**src/iac_pkg.sv**
```systemverilog
/*
 * constants, register map and state type for the interrupt acceptance control block.
 * assumes a 32-bit apb register bus and a cpu core that answers the exception sequence.
 */
package iac_pkg;

    // ****************************************
    // register map
    // ****************************************
    localparam logic [7:0] OFS_SYSCTL = 8'h00;
    localparam logic [7:0] OFS_FLAGS = 8'h04;
    localparam logic [7:0] OFS_EXTST = 8'h08;
    localparam logic [7:0] OFS_ENABLE = 8'h0c;
    localparam logic [7:0] OFS_PRIO = 8'h10;
    localparam logic [7:0] OFS_STATUS = 8'h14;

    // ****************************************
    // fields and reset values
    // ****************************************
    localparam int MODE_LO_BIT = 0;
    localparam int MODE_HI_BIT = 1;
    localparam logic [1:0] MODE_0 = 2'h0;
    localparam logic [1:0] MODE_2 = 2'h2;
    localparam int FLAG_I_BIT = 7;
    localparam int EXT_T_BIT = 7;
    localparam int LVL_W = 3;
    localparam int PRIO_FIELD_W = 4;
    localparam logic [2:0] LVL_NMI = 3'h7;
    localparam logic [7:0] FLAGS_RST = 8'h80;
    localparam logic [7:0] EXTST_RST = 8'h07;
    localparam logic [31:0] PRIO_RST = 32'h77777777;
    localparam logic [1:0] SYSCTL_RST = 2'h0;
    localparam int STAT_NMI_BIT = 8;
    localparam int STAT_BUSY_BIT = 9;
    localparam int STAT_VEC_LSB = 16;
    localparam int VEC_W = 8;
    localparam int VEC_ADDR_SHIFT = 2;

    // ****************************************
    // sequence timing in clock states
    // ****************************************
    localparam logic [1:0] PRIO_EXT_STATES = 2'h3;
    localparam logic [1:0] PRIO_INT_STATES = 2'h2;
    localparam logic [1:0] STACK_MODE0 = 2'h2;
    localparam logic [1:0] STACK_MODE2 = 2'h3;
    localparam logic [1:0] BLOCK_STATES = 2'h3;

    typedef enum logic [2:0] {
        S_IDLE,
        S_PRIO,
        S_WAIT_INSN,
        S_INT1,
        S_STACK,
        S_VECT,
        S_INT2
    } iac_state_type;

endpackage

```
**src/iac_top.sv**
```systemverilog
/*
 * interrupt acceptance control: arbitration, masking and exception sequence control.
 * assumes apb master on clk, request inputs synchronous to clk, cpu core answering
 * the accept strobe at an instruction boundary and vector fetch with vec_ack.
 */
// The APB slave port and the placing of the registers were left to the implementer.
`timescale 1ns/1ps
`default_nettype none
module iac_top
    import iac_pkg::*;
#(
    parameter int NUM_SRC = 8,
    parameter logic [NUM_SRC-1:0] EXT_SRC_MASK = '0,
    parameter logic [7:0] NMI_VECTOR = 8'h07,
    parameter logic [7:0] SRC_VEC_BASE = 8'h10
) (
    input wire logic clk,
    input wire logic rst_n,
    input wire logic psel,
    input wire logic penable,
    input wire logic pwrite,
    input wire logic [7:0] paddr,
    input wire logic [31:0] pwdata,
    output logic [31:0] prdata,
    output logic pready,
    output logic pslverr,
    input wire logic [NUM_SRC-1:0] src_req,
    input wire logic nmi_req,
    input wire logic hw_standby,
    input wire logic insn_boundary,
    input wire logic [31:0] resume_pc,
    input wire logic vec_ack,
    input wire logic [31:0] vec_data,
    output logic accept_strobe,
    output logic [7:0] accept_vector,
    output logic stack_push,
    output logic [1:0] stack_idx,
    output logic [31:0] stack_data,
    output logic vec_fetch,
    output logic [31:0] vec_addr,
    output logic handler_start,
    output logic [31:0] handler_addr
);
    localparam int IDX_W = (NUM_SRC > 1) ? $clog2(NUM_SRC) : 1;

    // ****************************************
    // registers and state
    // ****************************************
    logic [1:0] system_control_reg;
    logic [7:0] cpu_flags_reg;
    logic [7:0] extended_status_reg;
    logic [NUM_SRC-1:0] enable_reg;
    logic [31:0] priority_setting_reg;
    logic [NUM_SRC-1:0] pend;
    logic nmi_pend;
    iac_state_type state;
    logic [1:0] cnt;
    logic [1:0] block_cnt;
    logic acc_nmi;
    logic [LVL_W-1:0] acc_lvl;
    logic [7:0] acc_vec;
    logic acc_ext;
    logic [31:0] status_word;
    logic [31:0] read_word;
    logic sel_found;
    logic [IDX_W-1:0] sel_idx;
    logic [LVL_W-1:0] sel_lvl;
    logic maskable_ok;
    logic nmi_ok;
    logic accept_go;
    logic wr_en;
    logic mapped;
    logic mask_write;
    logic stack_last;
    logic is_mode2;
    logic [2:0] mask_level_field;

    assign is_mode2 = system_control_reg[MODE_HI_BIT];
    assign mask_level_field = extended_status_reg[LVL_W-1:0];

    // ****************************************
    // apb slave
    // ****************************************
    always_comb begin
        mapped = (paddr == OFS_SYSCTL) || (paddr == OFS_FLAGS) || (paddr == OFS_EXTST) ||
                 (paddr == OFS_ENABLE) || (paddr == OFS_PRIO) || (paddr == OFS_STATUS);
    end

    assign pready = 1'b1;
    assign pslverr = psel && penable && !mapped;
    assign wr_en = psel && penable && pwrite && mapped;
    assign mask_write = wr_en && ((paddr == OFS_FLAGS) || (paddr == OFS_EXTST));

    always_comb begin
        status_word = '0;
        status_word[NUM_SRC-1:0] = pend;
        status_word[STAT_NMI_BIT] = nmi_pend;
        status_word[STAT_BUSY_BIT] = (state != S_IDLE);
        status_word[STAT_VEC_LSB +: VEC_W] = acc_vec;
    end

    always_comb begin
        read_word = '0;
        unique case (paddr)
            OFS_SYSCTL: read_word[1:0] = system_control_reg;
            OFS_FLAGS: read_word[7:0] = cpu_flags_reg;
            OFS_EXTST: read_word[7:0] = extended_status_reg;
            OFS_ENABLE: read_word[NUM_SRC-1:0] = enable_reg;
            OFS_PRIO: read_word = priority_setting_reg;
            OFS_STATUS: read_word = status_word;
            default: read_word = '0;
        endcase
    end

    always_ff @(posedge clk) begin
        if (!rst_n) begin
            prdata <= '0;
        end else if (psel && !penable) begin
            prdata <= read_word;
        end
    end

    always_ff @(posedge clk) begin
        if (!rst_n) begin
            system_control_reg <= SYSCTL_RST;
        end else if (wr_en && paddr == OFS_SYSCTL) begin
            if (pwdata[1:0] == MODE_0 || pwdata[1:0] == MODE_2) begin
                system_control_reg <= pwdata[1:0];
            end
        end
    end

    always_ff @(posedge clk) begin
        if (!rst_n) begin
            enable_reg <= '0;
            priority_setting_reg <= PRIO_RST;
        end else if (wr_en) begin
            if (paddr == OFS_ENABLE) begin
                enable_reg <= pwdata[NUM_SRC-1:0];
            end
            if (paddr == OFS_PRIO) begin
                priority_setting_reg <= pwdata;
            end
        end
    end

    // ****************************************
    // registered pending state
    // ****************************************
    always_ff @(posedge clk) begin
        if (!rst_n) begin
            pend <= '0;
            nmi_pend <= 1'b0;
        end else begin
            pend <= src_req & enable_reg;
            nmi_pend <= nmi_req;
        end
    end

    // ****************************************
    // arbitration
    // ****************************************
    always_comb begin
        sel_found = 1'b0;
        sel_idx = '0;
        sel_lvl = '0;
        for (int i = 0; i < NUM_SRC; i++) begin
            if (pend[i] && (!sel_found ||
                (is_mode2 && priority_setting_reg[i*PRIO_FIELD_W +: LVL_W] > sel_lvl))) begin
                sel_found = 1'b1;
                sel_idx = IDX_W'(i);
                sel_lvl = priority_setting_reg[i*PRIO_FIELD_W +: LVL_W];
            end
        end
    end

    always_comb begin
        if (is_mode2) begin
            maskable_ok = sel_found && (sel_lvl > mask_level_field);
        end else begin
            maskable_ok = sel_found && !cpu_flags_reg[FLAG_I_BIT];
        end
    end

    assign nmi_ok = nmi_pend && !hw_standby;
    assign accept_go = (state == S_IDLE) && (block_cnt == '0) && !hw_standby &&
                       (nmi_ok || maskable_ok);

    always_ff @(posedge clk) begin
        if (!rst_n) begin
            block_cnt <= '0;
        end else if (mask_write) begin
            block_cnt <= BLOCK_STATES;
        end else if (block_cnt != '0) begin
            block_cnt <= block_cnt - 2'h1;
        end
    end

    // ****************************************
    // exception sequence
    // ****************************************
    assign stack_last = (cnt == (is_mode2 ? STACK_MODE2 : STACK_MODE0) - 2'h1);

    always_ff @(posedge clk) begin
        if (!rst_n) begin
            state <= S_IDLE;
            cnt <= '0;
        end else begin
            unique case (state)
                S_IDLE: begin
                    if (accept_go) begin
                        state <= S_PRIO;
                        cnt <= ((nmi_ok || EXT_SRC_MASK[sel_idx]) ? PRIO_EXT_STATES :
                                PRIO_INT_STATES) - 2'h1;
                    end
                end
                S_PRIO: begin
                    if (cnt == '0) begin
                        state <= S_WAIT_INSN;
                    end else begin
                        cnt <= cnt - 2'h1;
                    end
                end
                S_WAIT_INSN: begin
                    if (insn_boundary) begin
                        state <= S_INT1;
                    end
                end
                S_INT1: begin
                    state <= S_STACK;
                    cnt <= '0;
                end
                S_STACK: begin
                    if (stack_last) begin
                        state <= S_VECT;
                    end else begin
                        cnt <= cnt + 2'h1;
                    end
                end
                S_VECT: begin
                    if (vec_ack) begin
                        state <= S_INT2;
                    end
                end
                S_INT2: begin
                    state <= S_IDLE;
                end
            endcase
        end
    end

    always_ff @(posedge clk) begin
        if (!rst_n) begin
            acc_nmi <= 1'b0;
            acc_lvl <= '0;
            acc_vec <= '0;
            acc_ext <= 1'b0;
        end else if (accept_go) begin
            acc_nmi <= nmi_ok;
            acc_lvl <= sel_lvl;
            acc_ext <= nmi_ok || EXT_SRC_MASK[sel_idx];
            acc_vec <= nmi_ok ? NMI_VECTOR : SRC_VEC_BASE + 8'(sel_idx);
        end
    end

    assign accept_strobe = (state == S_WAIT_INSN);
    assign accept_vector = acc_vec;

    // ****************************************
    // stack save
    // ****************************************
    always_ff @(posedge clk) begin
        if (!rst_n) begin
            stack_push <= 1'b0;
            stack_idx <= '0;
            stack_data <= '0;
        end else begin
            stack_push <= (state == S_STACK);
            stack_idx <= cnt;
            unique case (cnt)
                2'h0: stack_data <= resume_pc;
                2'h1: stack_data <= {24'h0, cpu_flags_reg};
                default: stack_data <= {24'h0, extended_status_reg};
            endcase
        end
    end

    // ****************************************
    // mask updates
    // ****************************************
    always_ff @(posedge clk) begin
        if (!rst_n) begin
            cpu_flags_reg <= FLAGS_RST;
        end else if (state == S_STACK && stack_last) begin
            cpu_flags_reg[FLAG_I_BIT] <= 1'b1;
        end else if (wr_en && paddr == OFS_FLAGS) begin
            cpu_flags_reg <= pwdata[7:0];
        end
    end

    always_ff @(posedge clk) begin
        if (!rst_n) begin
            extended_status_reg <= EXTST_RST;
        end else if (state == S_STACK && stack_last && is_mode2) begin
            extended_status_reg[EXT_T_BIT] <= 1'b0;
            extended_status_reg[LVL_W-1:0] <= acc_nmi ? LVL_NMI : acc_lvl;
        end else if (wr_en && paddr == OFS_EXTST) begin
            extended_status_reg <= pwdata[7:0];
        end
    end

    // ****************************************
    // vector fetch and handler start
    // ****************************************
    assign vec_fetch = (state == S_VECT);

    always_ff @(posedge clk) begin
        if (!rst_n) begin
            vec_addr <= '0;
            handler_addr <= '0;
            handler_start <= 1'b0;
        end else begin
            vec_addr <= 32'(acc_vec) << VEC_ADDR_SHIFT;
            handler_start <= (state == S_INT2);
            if (state == S_VECT && vec_ack) begin
                handler_addr <= vec_data;
            end
        end
    end

endmodule
`default_nettype wire

```
**config.mk**
```make
export PLATFORM = sky130hd
export DESIGN_NAME = iac_top
export DESIGN_NICKNAME = d
export VERILOG_FILES = /design/src/iac_pkg.sv /design/src/iac_top.sv
export SDC_FILE = /design/constraint.sdc
export NUM_CORES = 1
export LEC_CHECK = 0
export BUFFER_PORTS_ARGS = -buffer_cell sky130_fd_sc_hd__buf_2
export CAP_MARGIN = 25
export CELL_PAD_IN_SITES_DETAIL_PLACEMENT = 1
export CELL_PAD_IN_SITES_GLOBAL_PLACEMENT = 1
export CORE_ASPECT_RATIO = 2
export CORE_MARGIN = 4
export CORE_UTILIZATION = 40
export CTS_CLUSTER_DIAMETER = 100
export DETAILED_ROUTE_END_ITERATION = 16
export PLACE_DENSITY = 0.89
export SYNTH_ARGS = -nofsm -noshare
export SYNTH_HDL_FRONTEND = slang
export SYNTH_SLANG_ARGS = --single-unit
```
**constraint.sdc**
```tcl
create_clock -name clk -period 19.95 [get_ports clk]
set_input_delay 2.9925 -clock clk [delete_from_list [all_inputs] [get_ports clk]]
set_output_delay 2.9925 -clock clk [all_outputs]
set_load 0.03 [all_outputs]
```
# After elaboration in Yosys (flattened, before gate mapping)
# Memory sizes are Yosys's and may differ from the RTL's.
# Index checks and enable logic that the tools add are counted.
dict set report classes {
  add_sub_neg 6
  magnitude_cmp 9
  eq_ne 21
  mux 47
  bitwise 4
  reduce_logical 78
}
# cell n
set ops {}
lappend ops {{3-bit 2-to-1 mux} 22}
lappend ops {{32-bit case mux with 2 select lines} 1}
lappend ops {{24-bit case mux with 2 select lines} 1}
lappend ops {{1-bit logical AND} 32}
lappend ops {{6-bit case mux with 5 select lines} 1}
lappend ops {{3-bit greater-than comparator} 8}
lappend ops {{3-bit case mux with 7 select lines} 1}
lappend ops {{8-bit by 4-bit equality test with 1-bit output (second input constant)} 2}
lappend ops {{8-bit by 5-bit equality test with 1-bit output (second input constant)} 2}
lappend ops {{1-bit logical OR} 16}
lappend ops {{2-bit inequality test (second input constant)} 7}
lappend ops {{1-bit 2-to-1 mux} 13}
lappend ops {{2-bit case mux with 6 select lines} 1}
lappend ops {{1-bit zero test} 11}
lappend ops {{2-bit 2-to-1 mux} 5}
lappend ops {{2-bit AND reduction} 5}
lappend ops {{3-bit equality test (second input constant)} 3}
lappend ops {{8-bit AND} 1}
lappend ops {{8-bit by 3-bit equality test with 1-bit output (second input constant)} 1}
lappend ops {{8-bit zero test} 1}
lappend ops {{2-bit case mux with 4 select lines} 1}
lappend ops {{2-bit by 1-bit subtractor with 2-bit output (second input constant)} 4}
lappend ops {{5-bit by 3-bit adder with 6-bit output (first input constant)} 1}
lappend ops {{3-bit by 2-bit equality test with 1-bit output (second input constant)} 2}
lappend ops {{16 further kinds} 23}
dict set report totals {
  regBits 218
  rom_bits 8
  inputBits 121
  out_inout_bits 144
  word_cells 190
  n_memories 1
}
# memory words width rd rd_ports_with_merged_regs wr line
set mem_list {}
lappend mem_list {{(name not given)} 8 1 1 0 0 iac_top.sv:261} ;# acc_ext <= nmi_ok || EXT_SRC_MASK[sel_idx];

# Depth between registers and ports, before layout
# Gate-level depths: netlist of the first run.
dict set report depth {
  ltp_word 43
  depth_mapped 60
}

# Worst setup path before layout of the first run
# OpenSTA, ideal clock, no wires.
dict set report synth_timing {
  path_kind {flip-flop to flip-flop}
  from {register pend[0]}
  to {register cnt[0]}
  setup_time_ps 115
  arrival_ps 10337
  required_ps 19835
  setup_slack_ps 9498
  path_stages_with_launch 55
  path_cell_list {dfxtp_1 buf_2 nand2_1 ha_1 and3b_1 o211ai_1 or2_1 a32oi_1 ha_1 a21oi_1 o21ai_1 a41oi_2 mux2_2 ha_1 o21ai_0 a41oi_1 and2_1 a211oi_2 [... 19 more ...] a221oi_2 nand3b_4 mux2i_1 ha_1 nor2b_1 o21ai_0 a21oi_1 o21ai_1 mux2i_1 ha_1 nor2b_1 o21a_1 o211ai_1 o21ai_0 o21a_1 a21oi_1 o22ai_1 a2111oi_0}
}
dict set report synth_between {
  elab_chain_cells 43
  elab_cells_between_ends 73
}
# item line
set synth_rtl {}
lappend synth_rtl {{from (decl)} iac_top.sv:54} ;# logic [NUM_SRC-1:0] pend;
lappend synth_rtl {{from (signal assigned)} iac_top.sv:155} ;# pend <= src_req & enable_reg;
lappend synth_rtl {{3-bit 2-to-1 mux} iac_top.sv:168} ;# if (pend[i] && (!sel_found ||
lappend synth_rtl {{3-bit greater-than comparator} iac_top.sv:169} ;# (is_mode2 && priority_setting_reg[i*PRIO_FIELD_W +: LVL_W] > sel_lvl))) begin
lappend synth_rtl {{1-bit logical AND} iac_top.sv:169}
lappend synth_rtl {{1-bit logical OR} iac_top.sv:168}
lappend synth_rtl {{1-bit logical AND} iac_top.sv:168}
lappend synth_rtl {{3-bit 2-to-1 mux} iac_top.sv:168}
lappend synth_rtl {{3-bit greater-than comparator} iac_top.sv:169}
lappend synth_rtl {{1-bit logical AND} iac_top.sv:169}
lappend synth_rtl {{[... 28 more ...]} --}
lappend synth_rtl {{named net sel_lvl[1]} iac_top.sv:67} ;# logic [LVL_W-1:0] sel_lvl;
lappend synth_rtl {{3-bit greater-than comparator *} iac_top.sv:179} ;# maskable_ok = sel_found && (sel_lvl > mask_level_field);
lappend synth_rtl {{1-bit logical AND *} iac_top.sv:179}
lappend synth_rtl {{1-bit 2-to-1 mux *} iac_top.sv:178} ;# if (is_mode2) begin
lappend synth_rtl {{1-bit logical OR *} iac_top.sv:187} ;# (nmi_ok || maskable_ok);
lappend synth_rtl {{1-bit logical AND *} iac_top.sv:186} ;# assign accept_go = (state == S_IDLE) && (block_cnt == '0) && !hw_standby &&
lappend synth_rtl {{2-bit inequality test (no source line) *} --}
lappend synth_rtl {{4-bit AND reduction (no source line) *} --}
lappend synth_rtl {{to (signal assigned)} iac_top.sv:213} ;# cnt <= ((nmi_ok || EXT_SRC_MASK[sel_idx]) ? PRIO_EXT_STATES :
lappend synth_rtl {{to (signal assigned)} iac_top.sv:221} ;# cnt <= cnt - 2'h1;
lappend synth_rtl {{to (signal assigned)} iac_top.sv:237} ;# cnt <= cnt + 2'h1;
lappend synth_rtl {{to (decl)} iac_top.sv:57} ;# logic [1:0] cnt;
# The timed path passes the listed nets; every way through them passes the cells marked *. The select of a mux whose other input is x is not followed.
# A chain may end at the register's enable or synchronous reset.

# Final worst setup path of the first run
# Ends and elaborated chain as after synthesis.

==> flow_summary.ini, run 1 <==
[outcome]
status = completed

[routing]
dr_total_vias = 7887
route.detailed.drc = 0
detail-route-antenna-nets = 0
detail_route.iter0.violations = 452
via_per_inst = 5.46
wl_per_cell_um = 19.7
route.final.wire_length_mm = 28.5
detailedRoute.firstPassIterationCount = 4

[logic_synthesis]
synth-seq-cells = 186
synth_cell_type_count = 66
synth_async_sr_flop_share = 0
syn-mean-instance-area_um2 = 8.52
synth_sequential_area_ratio = 0.452
postSynthCellCount = 968
top_ff_cell_synth = sky130_fd_sc_hd__dfxtp_1
ys_warn_count = 0
synth_enable_flop_cells = 0
cell_area_after_synthesis_mm2 = 0.00825

[worst_setup_path]
cp-startpoint = pend[0]
dominant_delay_contributor_by_cell_family_on_the_critical_path = compound AO/OA/AOI/OAI gates
critical_path_class = reg -> reg
critical_path.startpoint_type = flip-flop
start_of_the_worst_register_to_register_path = pend[0]
required_ns = 20.27
critical_path.n_buffers_inverters = 1
cell_depth_of_the_worst_flop_to_flop_path = 52
worstSetupEndpointType = flip-flop
worst-endpoint-arrival_ns = 12.90
cp_slowest_cell = sky130_fd_sc_hd__dfxtp_1
worst-r2r-setup-slack_ns = 7.37
worst_path_fanout_max = 13
slowest_delay_ns = 0.54
crit_path_top_cell_by_count = sky130_fd_sc_hd__ha_1
rr_endpoint = cnt[0]

[layout]
area_growth_synth_to_finish_pct = 22.2
design.final.nets = 1310
layout.cells.non_filler = 1445
mostFrequentLayoutCell = sky130_fd_sc_hd__buf_2
mostFrequentLayoutCells = 231 x sky130_fd_sc_hd__buf_2, 186 x sky130_fd_sc_hd__dfxtp_1, 167 x sky130_fd_sc_hd__nand2_1, 84 x sky130_fd_sc_hd__a21oi_1, 82 x sky130_fd_sc_hd__nor2_1
final_layout_size_suffix_gt1_frac = 0.252

[timing]
rsz0062_at_grt = false
period_minus_slack_ns = 12.58
maximum_clock_skew_at_final_layout_ns = 0.0139
period_share = 0.631
timing_hold_violations_final = 0
slew_viol_final = 0
tightestPinTransition_ns = 1.04
tns_ns = 0
finalSetupViolCount = 0
clock.fmax_mhz = 79.5
maxSlewHeadroom = 0.306

[clock_tree]
cts_post_setup_buffers_inserted = 0
cts_repair_resized_insts = 0
cts_tree = done
post_cts_hold_buffer_count = 0
worstSkewPairLatency_ns = 0.45
cts.path.max_buffers = 2
htree_num_levels = 4
cts.sink_count = 186
cts-buffers-inserted = 17
cts_root_buffer = sky130_fd_sc_hd__clkbuf_16
path_clk_slew_ns = 0.07

[floorplan]
die_w_um = 110
die_y_um = 211
placementRows = 74
die_area_mm2 = 0.0231
design.portCount = 265
initial_utilization = 0.405
core_area_mm2 = 0.0204

[placement]
gpl.final_weighted_congestion = 0.883
placedCellCount = 1411
buffer_ports.inserted = 231
dp_hpwl_mm = 21.3

[min_path]
holdPathStages = 2
hold_path_end = handler_addr[9]
timing.hold.worst.start = handler_addr[9]
holdCritPathClass = reg -> reg

[global_route]
grt_first_pass_wirelength_mm = 43.6
grt_start_max_net_pins = 87
vias_in_the_first_global_route = 8370
antenna_found_initial = 3
total_track_usage = 0.245
overflow = 0

[pwr]
power.density_cell_area_mw_per_mm2 = 79.4
leakage_nw = 4.68
vdd_ir_drop_max_v = 0.0000512

[job]
max_capacitance_violation_count = 0
## layer usage
metal  wire (µm)  GRT usage  vias to the layer above
met1        9930      0.243                     3846
li1            -          -                     3682
met3        1340     0.0483                       79
met5           7          0                        -
met2       15900      0.461                      278
met4        1310      0.133                        2
## synthesized netlist by cell type (4+ instances only)
cell type                    n  area [µm²]
sky130_fd_sc_hd__dfxtp_1   186        3720
sky130_fd_sc_hd__nand2_1   167         627
sky130_fd_sc_hd__a21oi_1    84         420
sky130_fd_sc_hd__nor2_1     82         308
sky130_fd_sc_hd__clkbuf_1   53         199
sky130_fd_sc_hd__mux2i_1    36         360
sky130_fd_sc_hd__and3_1     35         219
sky130_fd_sc_hd__a22oi_1    33         248
sky130_fd_sc_hd__buf_4      33         248
sky130_fd_sc_hd__nand3_1    31         155
sky130_fd_sc_hd__o21ai_0    26         130
sky130_fd_sc_hd__ha_1       25         313
sky130_fd_sc_hd__inv_1      23        86.3
sky130_fd_sc_hd__o211ai_1   16         120
sky130_fd_sc_hd__nor3_1     15        75.1
sky130_fd_sc_hd__and2_1     10        62.6
sky130_fd_sc_hd__nor2b_1     9        56.3
sky130_fd_sc_hd__mux2_2      8        90.1
sky130_fd_sc_hd__o221ai_1    8        70.1
sky130_fd_sc_hd__nand2b_1    5        31.3
sky130_fd_sc_hd__o31ai_1     5        37.5
sky130_fd_sc_hd__buf_2       4        20.0
## final cells by class
class,count,area [µm²]
diodes,2,5.00
clock buffers,20,447
clock inverters,12,134
fillers,2556,10300
inverters,24,91.3
multi-input cells,695,4060
flip-flops and latches,186,3720
well taps,266,333
repair buffers,240,1280
## logic make-up after synthesis
kind of cell	after synthesis	synth area share
AND/OR/NAND/NOR	381	0.213
AO/OA/AOI/OAI	208	0.163
flip-flops	186	0.452
buffers and inverters	118	0.0707
multiplexers	47	0.0619
adder cells (fa/ha/maj)	25	0.0379
other	2	0.000911
XOR/XNOR	1	0.00106
## tightest hold or removal path: cells and delay by family, from the launching register on
kind            cells  cell delay (ns)
compound gates      1             0.05
simple gates        1             0.05
flops               1             0.31
## power breakdown
group	internal, mW	total [mW]	switching, mW	leakage, nW
clock	0.180	0.339	0.160	0.282
combinational	0.0263	0.0773	0.0510	2.89
sequential	0.379	0.384	0.00445	1.51
total	0.585	0.800	0.215	4.68
## worst max path at each step
| stage | depth (start not counted) | slack (ns) | endpoint |
|---|---|---|---|
| floorplan | 54 | 9.50 | cnt[0] |
| global placement | 52 | 8.50 | cnt[0] |
| detailed placement | 52 | 7.58 | cnt[0] |
| CTS | 52 | 7.52 | cnt[0] |
| global route | 53 | 6.55 | cnt[0] |
| finish | 52 | 7.37 | cnt[0] |
## stage by stage
stage	hold WS (ns)	setup slack, ns	power, mW	area (µm²)	utilization
floorplan	0.436	9.50	0.445	8360	-
global placement	0.438	8.50	0.466	9410	0.462
detailed placement	0.447	7.58	0.469	9490	0.466
CTS	0.458	7.52	0.805	10100	0.495
global route	0.481	6.55	0.826	10100	0.495
finish	0.455	7.37	0.800	10100	0.495
Power figures use the tool's default switching activity.
==> run 2, diff against run 1 <==
--- a/config.mk
+++ b/config.mk
@@ -11,10 +11,10 @@
 export CELL_PAD_IN_SITES_GLOBAL_PLACEMENT = 1
 export CORE_ASPECT_RATIO = 2
 export CORE_MARGIN = 4
-export CORE_UTILIZATION = 40
+export CORE_UTILIZATION = 33
 export CTS_CLUSTER_DIAMETER = 100
 export DETAILED_ROUTE_END_ITERATION = 16
-export PLACE_DENSITY = 0.89
+export PLACE_DENSITY = 0.79
 export SYNTH_ARGS = -nofsm -noshare
 export SYNTH_HDL_FRONTEND = slang
 export SYNTH_SLANG_ARGS = --single-unit
==> constraint.sdc (replaced) <==
create_clock -name clk -period 11.2 [get_ports clk]
set_input_delay 1.68 -clock clk [delete_from_list [all_inputs] [get_ports clk]]
set_output_delay 1.68 -clock clk [all_outputs]
set_load 0.03 [all_outputs]
==> flow_summary.ini, run 2 (synthesis gave the netlist of run 1 again) <==
[layout]
n_fill_cell = 3019
design.final.nets = 1339
multi_input_comb_area_mm2 = 0.00431
mostFrequentLayoutCells = 231 x sky130_fd_sc_hd__buf_2, 183 x sky130_fd_sc_hd__dfxtp_1, 166 x sky130_fd_sc_hd__nand2_1, 80 x sky130_fd_sc_hd__nor2_1, 79 x sky130_fd_sc_hd__a21oi_1
final_layout_size_suffix_gt1_frac = 0.305
fin_area_mm2 = 0.0106
area_growth_synth_to_finish_pct = 28.8
mostFrequentLayoutCell = sky130_fd_sc_hd__buf_2
sequential_cell_area_mm2 = 0.00373

[placement]
buffer_ports.inserted = 231
post_dp_cell_area_mm2 = 0.00958
post-place-ws_ns = -0.400
dp_hpwl_mm = 22.0
gpl.final_weighted_congestion = 0.904

[clock_tree]
cts_root_buffer = sky130_fd_sc_hd__clkbuf_16
worstSkewPairLatency_ns = 0.45
cts.sink_count = 186
htree_num_levels = 4
path_clk_slew_ns = 0.07
cts_tree = done
cts-buffers-inserted = 17
post_cts_hold_buffer_count = 0
cts.path.max_buffers = 2

[pwr]
power.density_cell_area_mw_per_mm2 = 135
leakage_nw = 4.83
fin_total_pwr_mw = 1.44
vdd_ir_drop_max_v = 0.0000894

[timing]
clock.fmax_mhz = 91.8
final.setup.worst_slack_ns = 0.308
tightestPinTransition_ns = 0.999
finalSetupViolCount = 0
timing_hold_violations_final = 0
tns_ns = 0
slew_viol_final = 0
period_minus_slack_ns = 10.89
fin_worst_hold_slack_ns = 0.454
period_share = 0.972
maxSlewHeadroom = 0.332
maximum_clock_skew_at_final_layout_ns = 0.0100

[global_route]
overflow = 0
grt_start_max_net_pins = 77
grt_first_pass_wirelength_mm = 44.7
antenna_found_initial = 5
total_track_usage = 0.207
vias_in_the_first_global_route = 8117

[routing]
route.final.wire_length_mm = 30.1
detail-route-antenna-nets = 0
detailedRoute.firstPassIterationCount = 7
detail_route.iter0.violations = 428
dr_total_vias = 7939
via_per_inst = 5.15
route.detailed.drc = 0
wl_per_cell_um = 19.6

[worst_setup_path]
dominant_delay_contributor_by_cell_family_on_the_critical_path = compound AO/OA/AOI/OAI gates
critical_path_class = reg -> reg
slowest_delay_ns = 0.38
worst_path_fanout_max = 8
critical_path.n_buffers_inverters = 4
worstSetupEndpointType = flip-flop
crit_path_top_cell_by_count = sky130_fd_sc_hd__ha_1
cp_slowest_cell = sky130_fd_sc_hd__dfxtp_4
critical_path.startpoint_type = flip-flop
required_ns = 11.56
worst-endpoint-arrival_ns = 11.25

[floorplan]
initial_utilization = 0.336
core_area_mm2 = 0.0245
die_area_mm2 = 0.0277
die_y_um = 232
die_w_um = 120
placementRows = 81
design.portCount = 265

[job]
max_capacitance_violation_count = 0

[min_path]
holdCritPathClass = reg -> reg

[outcome]
status = completed
run 2: path summary, 6_finish.rpt:
kind	start	endpoint	slack, ns	cells after the start
setup / recovery	pend[0]	acc_lvl[1]	0.31	55
hold / removal	handler_addr[24]	handler_addr[24]	0.45	2
setup reg to reg	pend[0]	acc_lvl[1]	0.31	55
hold reg to reg	handler_addr[24]	handler_addr[24]	0.45	2
run 2: worst reg2reg max path: cells and delay by family, from the launching register on:
kind | cells | cell delay, ns
AO/OA/AOI/OAI | 27 | 4.88
adder cells (fa/ha/maj) | 8 | 2.17
buffers and inverters | 4 | 0.58
flip-flops | 1 | 0.38
multiplexers | 3 | 0.88
AND/OR/NAND/NOR | 13 | 1.90
run 2: stage by stage:
| step | cells | util |
|---|---|---|
| after floorplan | 999 | - |
| after global routing | 1541 | 0.433 |
| after detailed placement | 1482 | 0.391 |
| after global placement | 1480 | 0.389 |
| after CTS | 1515 | 0.416 |
| final | 1541 | 0.433 |
run 2: layout make-up:
cell class	count	share of cell area
repair buffers	269	0.138
diodes	4	0.000943
clock buffers	20	0.0430
well taps	332	0.0391
flip-flops and latches	186	0.351
inverters	24	0.00860
clock inverters	11	0.0131
multi-input cells	695	0.406
run 2: per-layer routing:
layer / wire [µm] / track usage / up-vias
met5: 7 / 0 / -
met4: 1660 / 0.131 / 2
met3: 1490 / 0.0420 / 98
met2: 16700 / 0.390 / 258
met1: 10300 / 0.201 / 3832
li1: - / - / 3749
run 2: report_power, final:
part / internal [mW] / switching (mW) / total [mW]
clock: 0.343 / 0.273 / 0.616
combinational: 0.0468 / 0.0923 / 0.139
sequential: 0.675 / 0.00742 / 0.683
total: 1.06 / 0.373 / 1.44
run 2: timing repair:
action / in CTS / in global routing
resized for setup: 8 / 45
endpoints found under the setup margin: 11 / 11
pin swaps: 3 / 26
buffers inserted: 2 / 22
==> run 3, diff against run 2 <==
--- a/config.mk
+++ b/config.mk
@@ -11,10 +11,11 @@
 export CELL_PAD_IN_SITES_GLOBAL_PLACEMENT = 1
 export CORE_ASPECT_RATIO = 2
 export CORE_MARGIN = 4
-export CORE_UTILIZATION = 33
+export CORE_UTILIZATION = 35
+export CTS_BUF_LIST = sky130_fd_sc_hd__clkbuf_4
 export CTS_CLUSTER_DIAMETER = 100
 export DETAILED_ROUTE_END_ITERATION = 16
-export PLACE_DENSITY = 0.79
+export PLACE_DENSITY = 0.83
 export SYNTH_ARGS = -nofsm -noshare
 export SYNTH_HDL_FRONTEND = slang
 export SYNTH_SLANG_ARGS = --single-unit
==> flow_summary.ini, run 3 (synthesis gave the netlist of run 1 again) <==
[outcome]
status = completed

[timing]
clock.fmax_mhz = 93.9
tns_ns = 0
timing_hold_violations_final = 0
finalSetupViolCount = 0
tightestPinTransition_ns = 1.00
maximum_clock_skew_at_final_layout_ns = 0.0248
slew_viol_final = 0
final.setup.worst_slack_ns = 0.548
period_share = 0.951
maxSlewHeadroom = 0.333
fin_worst_hold_slack_ns = 0.465
period_minus_slack_ns = 10.65

[worst_setup_path]
slowest_delay_ns = 0.42
cp_slowest_cell = sky130_fd_sc_hd__dfxtp_4
cell_depth_of_the_worst_flop_to_flop_path = 50
worst_path_fanout_max = 8
worst-endpoint-arrival_ns = 11.19
worstSetupEndpointType = flip-flop
critical_path_class = reg -> reg
critical_path.startpoint_type = flip-flop
crit_path_top_cell_by_count = sky130_fd_sc_hd__ha_1
required_ns = 11.74

[routing]
route.final.wire_length_mm = 29.7
dr_total_vias = 7878
wl_per_cell_um = 20.0
detail_route.iter0.violations = 478
detailedRoute.firstPassIterationCount = 4
met3WireLength_mm = 1.41
route.detailed.drc = 0
m1WireLength_mm = 10.4
via_per_inst = 5.30
top_layer = met4
wl_met2_mm = 16.3
detail-route-antenna-nets = 0

[layout]
fin_area_mm2 = 0.0102
final_core_utilization = 0.439
design.final.nets = 1332
layout.cells.non_filler = 1487
mostFrequentLayoutCells = 231 x sky130_fd_sc_hd__buf_2, 182 x sky130_fd_sc_hd__dfxtp_1, 167 x sky130_fd_sc_hd__nand2_1, 81 x sky130_fd_sc_hd__nor2_1, 80 x sky130_fd_sc_hd__a21oi_1
n_fill_cell = 2821
mostFrequentLayoutCell = sky130_fd_sc_hd__buf_2
area_growth_synth_to_finish_pct = 23.8
final_layout_size_suffix_gt1_frac = 0.293

[floorplan]
core_area_mm2 = 0.0232
die_area_mm2 = 0.0262
die_y_um = 225
initial_utilization = 0.355
die_w_um = 117
design.portCount = 265
placementRows = 79

[clock_tree]
path_clk_slew_ns = 0.16
cts-buffers-inserted = 17
cts.path.max_buffers = 2
worstSkewPairLatency_ns = 0.64
cts_tree = done
cts_root_buffer = sky130_fd_sc_hd__clkbuf_4
htree_num_levels = 4
cts.sink_count = 186

[placement]
buffer_ports.inserted = 231
post_dp_cell_area_mm2 = 0.00954
dp_hpwl_mm = 22.3
placedCellCount = 1436
post-place-ws_ns = -0.469
gpl.final_weighted_congestion = 0.931

[pwr]
vdd_ir_drop_max_v = 0.0000859
power.density_cell_area_mw_per_mm2 = 123
fin_total_pwr_mw = 1.25
leakage_nw = 4.69

[global_route]
antenna_found_initial = 5
total_track_usage = 0.221
vias_in_the_first_global_route = 8251
grt_first_pass_wirelength_mm = 44.6
grt_start_max_net_pins = 82
overflow = 0

[job]
max_capacitance_violation_count = 0

[min_path]
holdCritPathClass = reg -> reg
holdPathStages = 2
run 3: cell count changes in the layout (fill, tap and decap cells not counted), sizes merged:
| cell | before | now |
|---|---|---|
| clkbuf | 20 | 17 |
| diode | 4 | 5 |
| clkinvlp | 3 | 2 |
| buf | 269 | 262 |
| inv | 25 | 28 |
| clkinv | 5 | 6 |
| bufinv | 2 | 3 |
run 3: layout make-up:
cell class / instances / area, µm² / share of cell area
antenna: 5 / 12.5 / 0.00123
clock buffer: 17 / 128 / 0.0125
clock inverter: 15 / 210 / 0.0206
inverter: 24 / 91.3 / 0.00895
multi-input combinational: 695 / 4260 / 0.417
sequential: 186 / 3740 / 0.366
tap: 283 / 354 / 0.0347
timing repair buffer: 262 / 1420 / 0.139
run 3: final timing paths:
kind,startpoint,to,slack (ns)
min,handler_addr[21],handler_addr[21],0.46
max reg2reg,pend[0],cnt[0],0.55
min reg2reg,handler_addr[21],handler_addr[21],0.46
max,pend[0],cnt[0],0.55
run 3: critical path, delay by kind of cell (launching register included):
kind	cells	cell delay (ns)
compound gates	29	5.76
fa+ha+maj	8	2.30
flops	1	0.42
mux	3	0.85
simple gates	10	1.24
run 3: what timing repair did:
item                       CTS  global route
setup endpoints to repair   11            11
pin swaps                    4            13
setup buffers                2            12
hold buffers                 0             0
resized for setup           17            29
run 3: power by group:
part           switching (mW)  total [mW]  internal (mW)
registers             0.00773       0.684          0.676
clock network           0.266       0.430          0.164
logic                  0.0932       0.140         0.0471
run 3: metal layers:
metal | up-vias | track usage
met5 | - | 0
met4 | 0 | 0.129
met3 | 79 | 0.0478
li1 | 3736 | -
met2 | 237 | 0.410
met1 | 3826 | 0.220
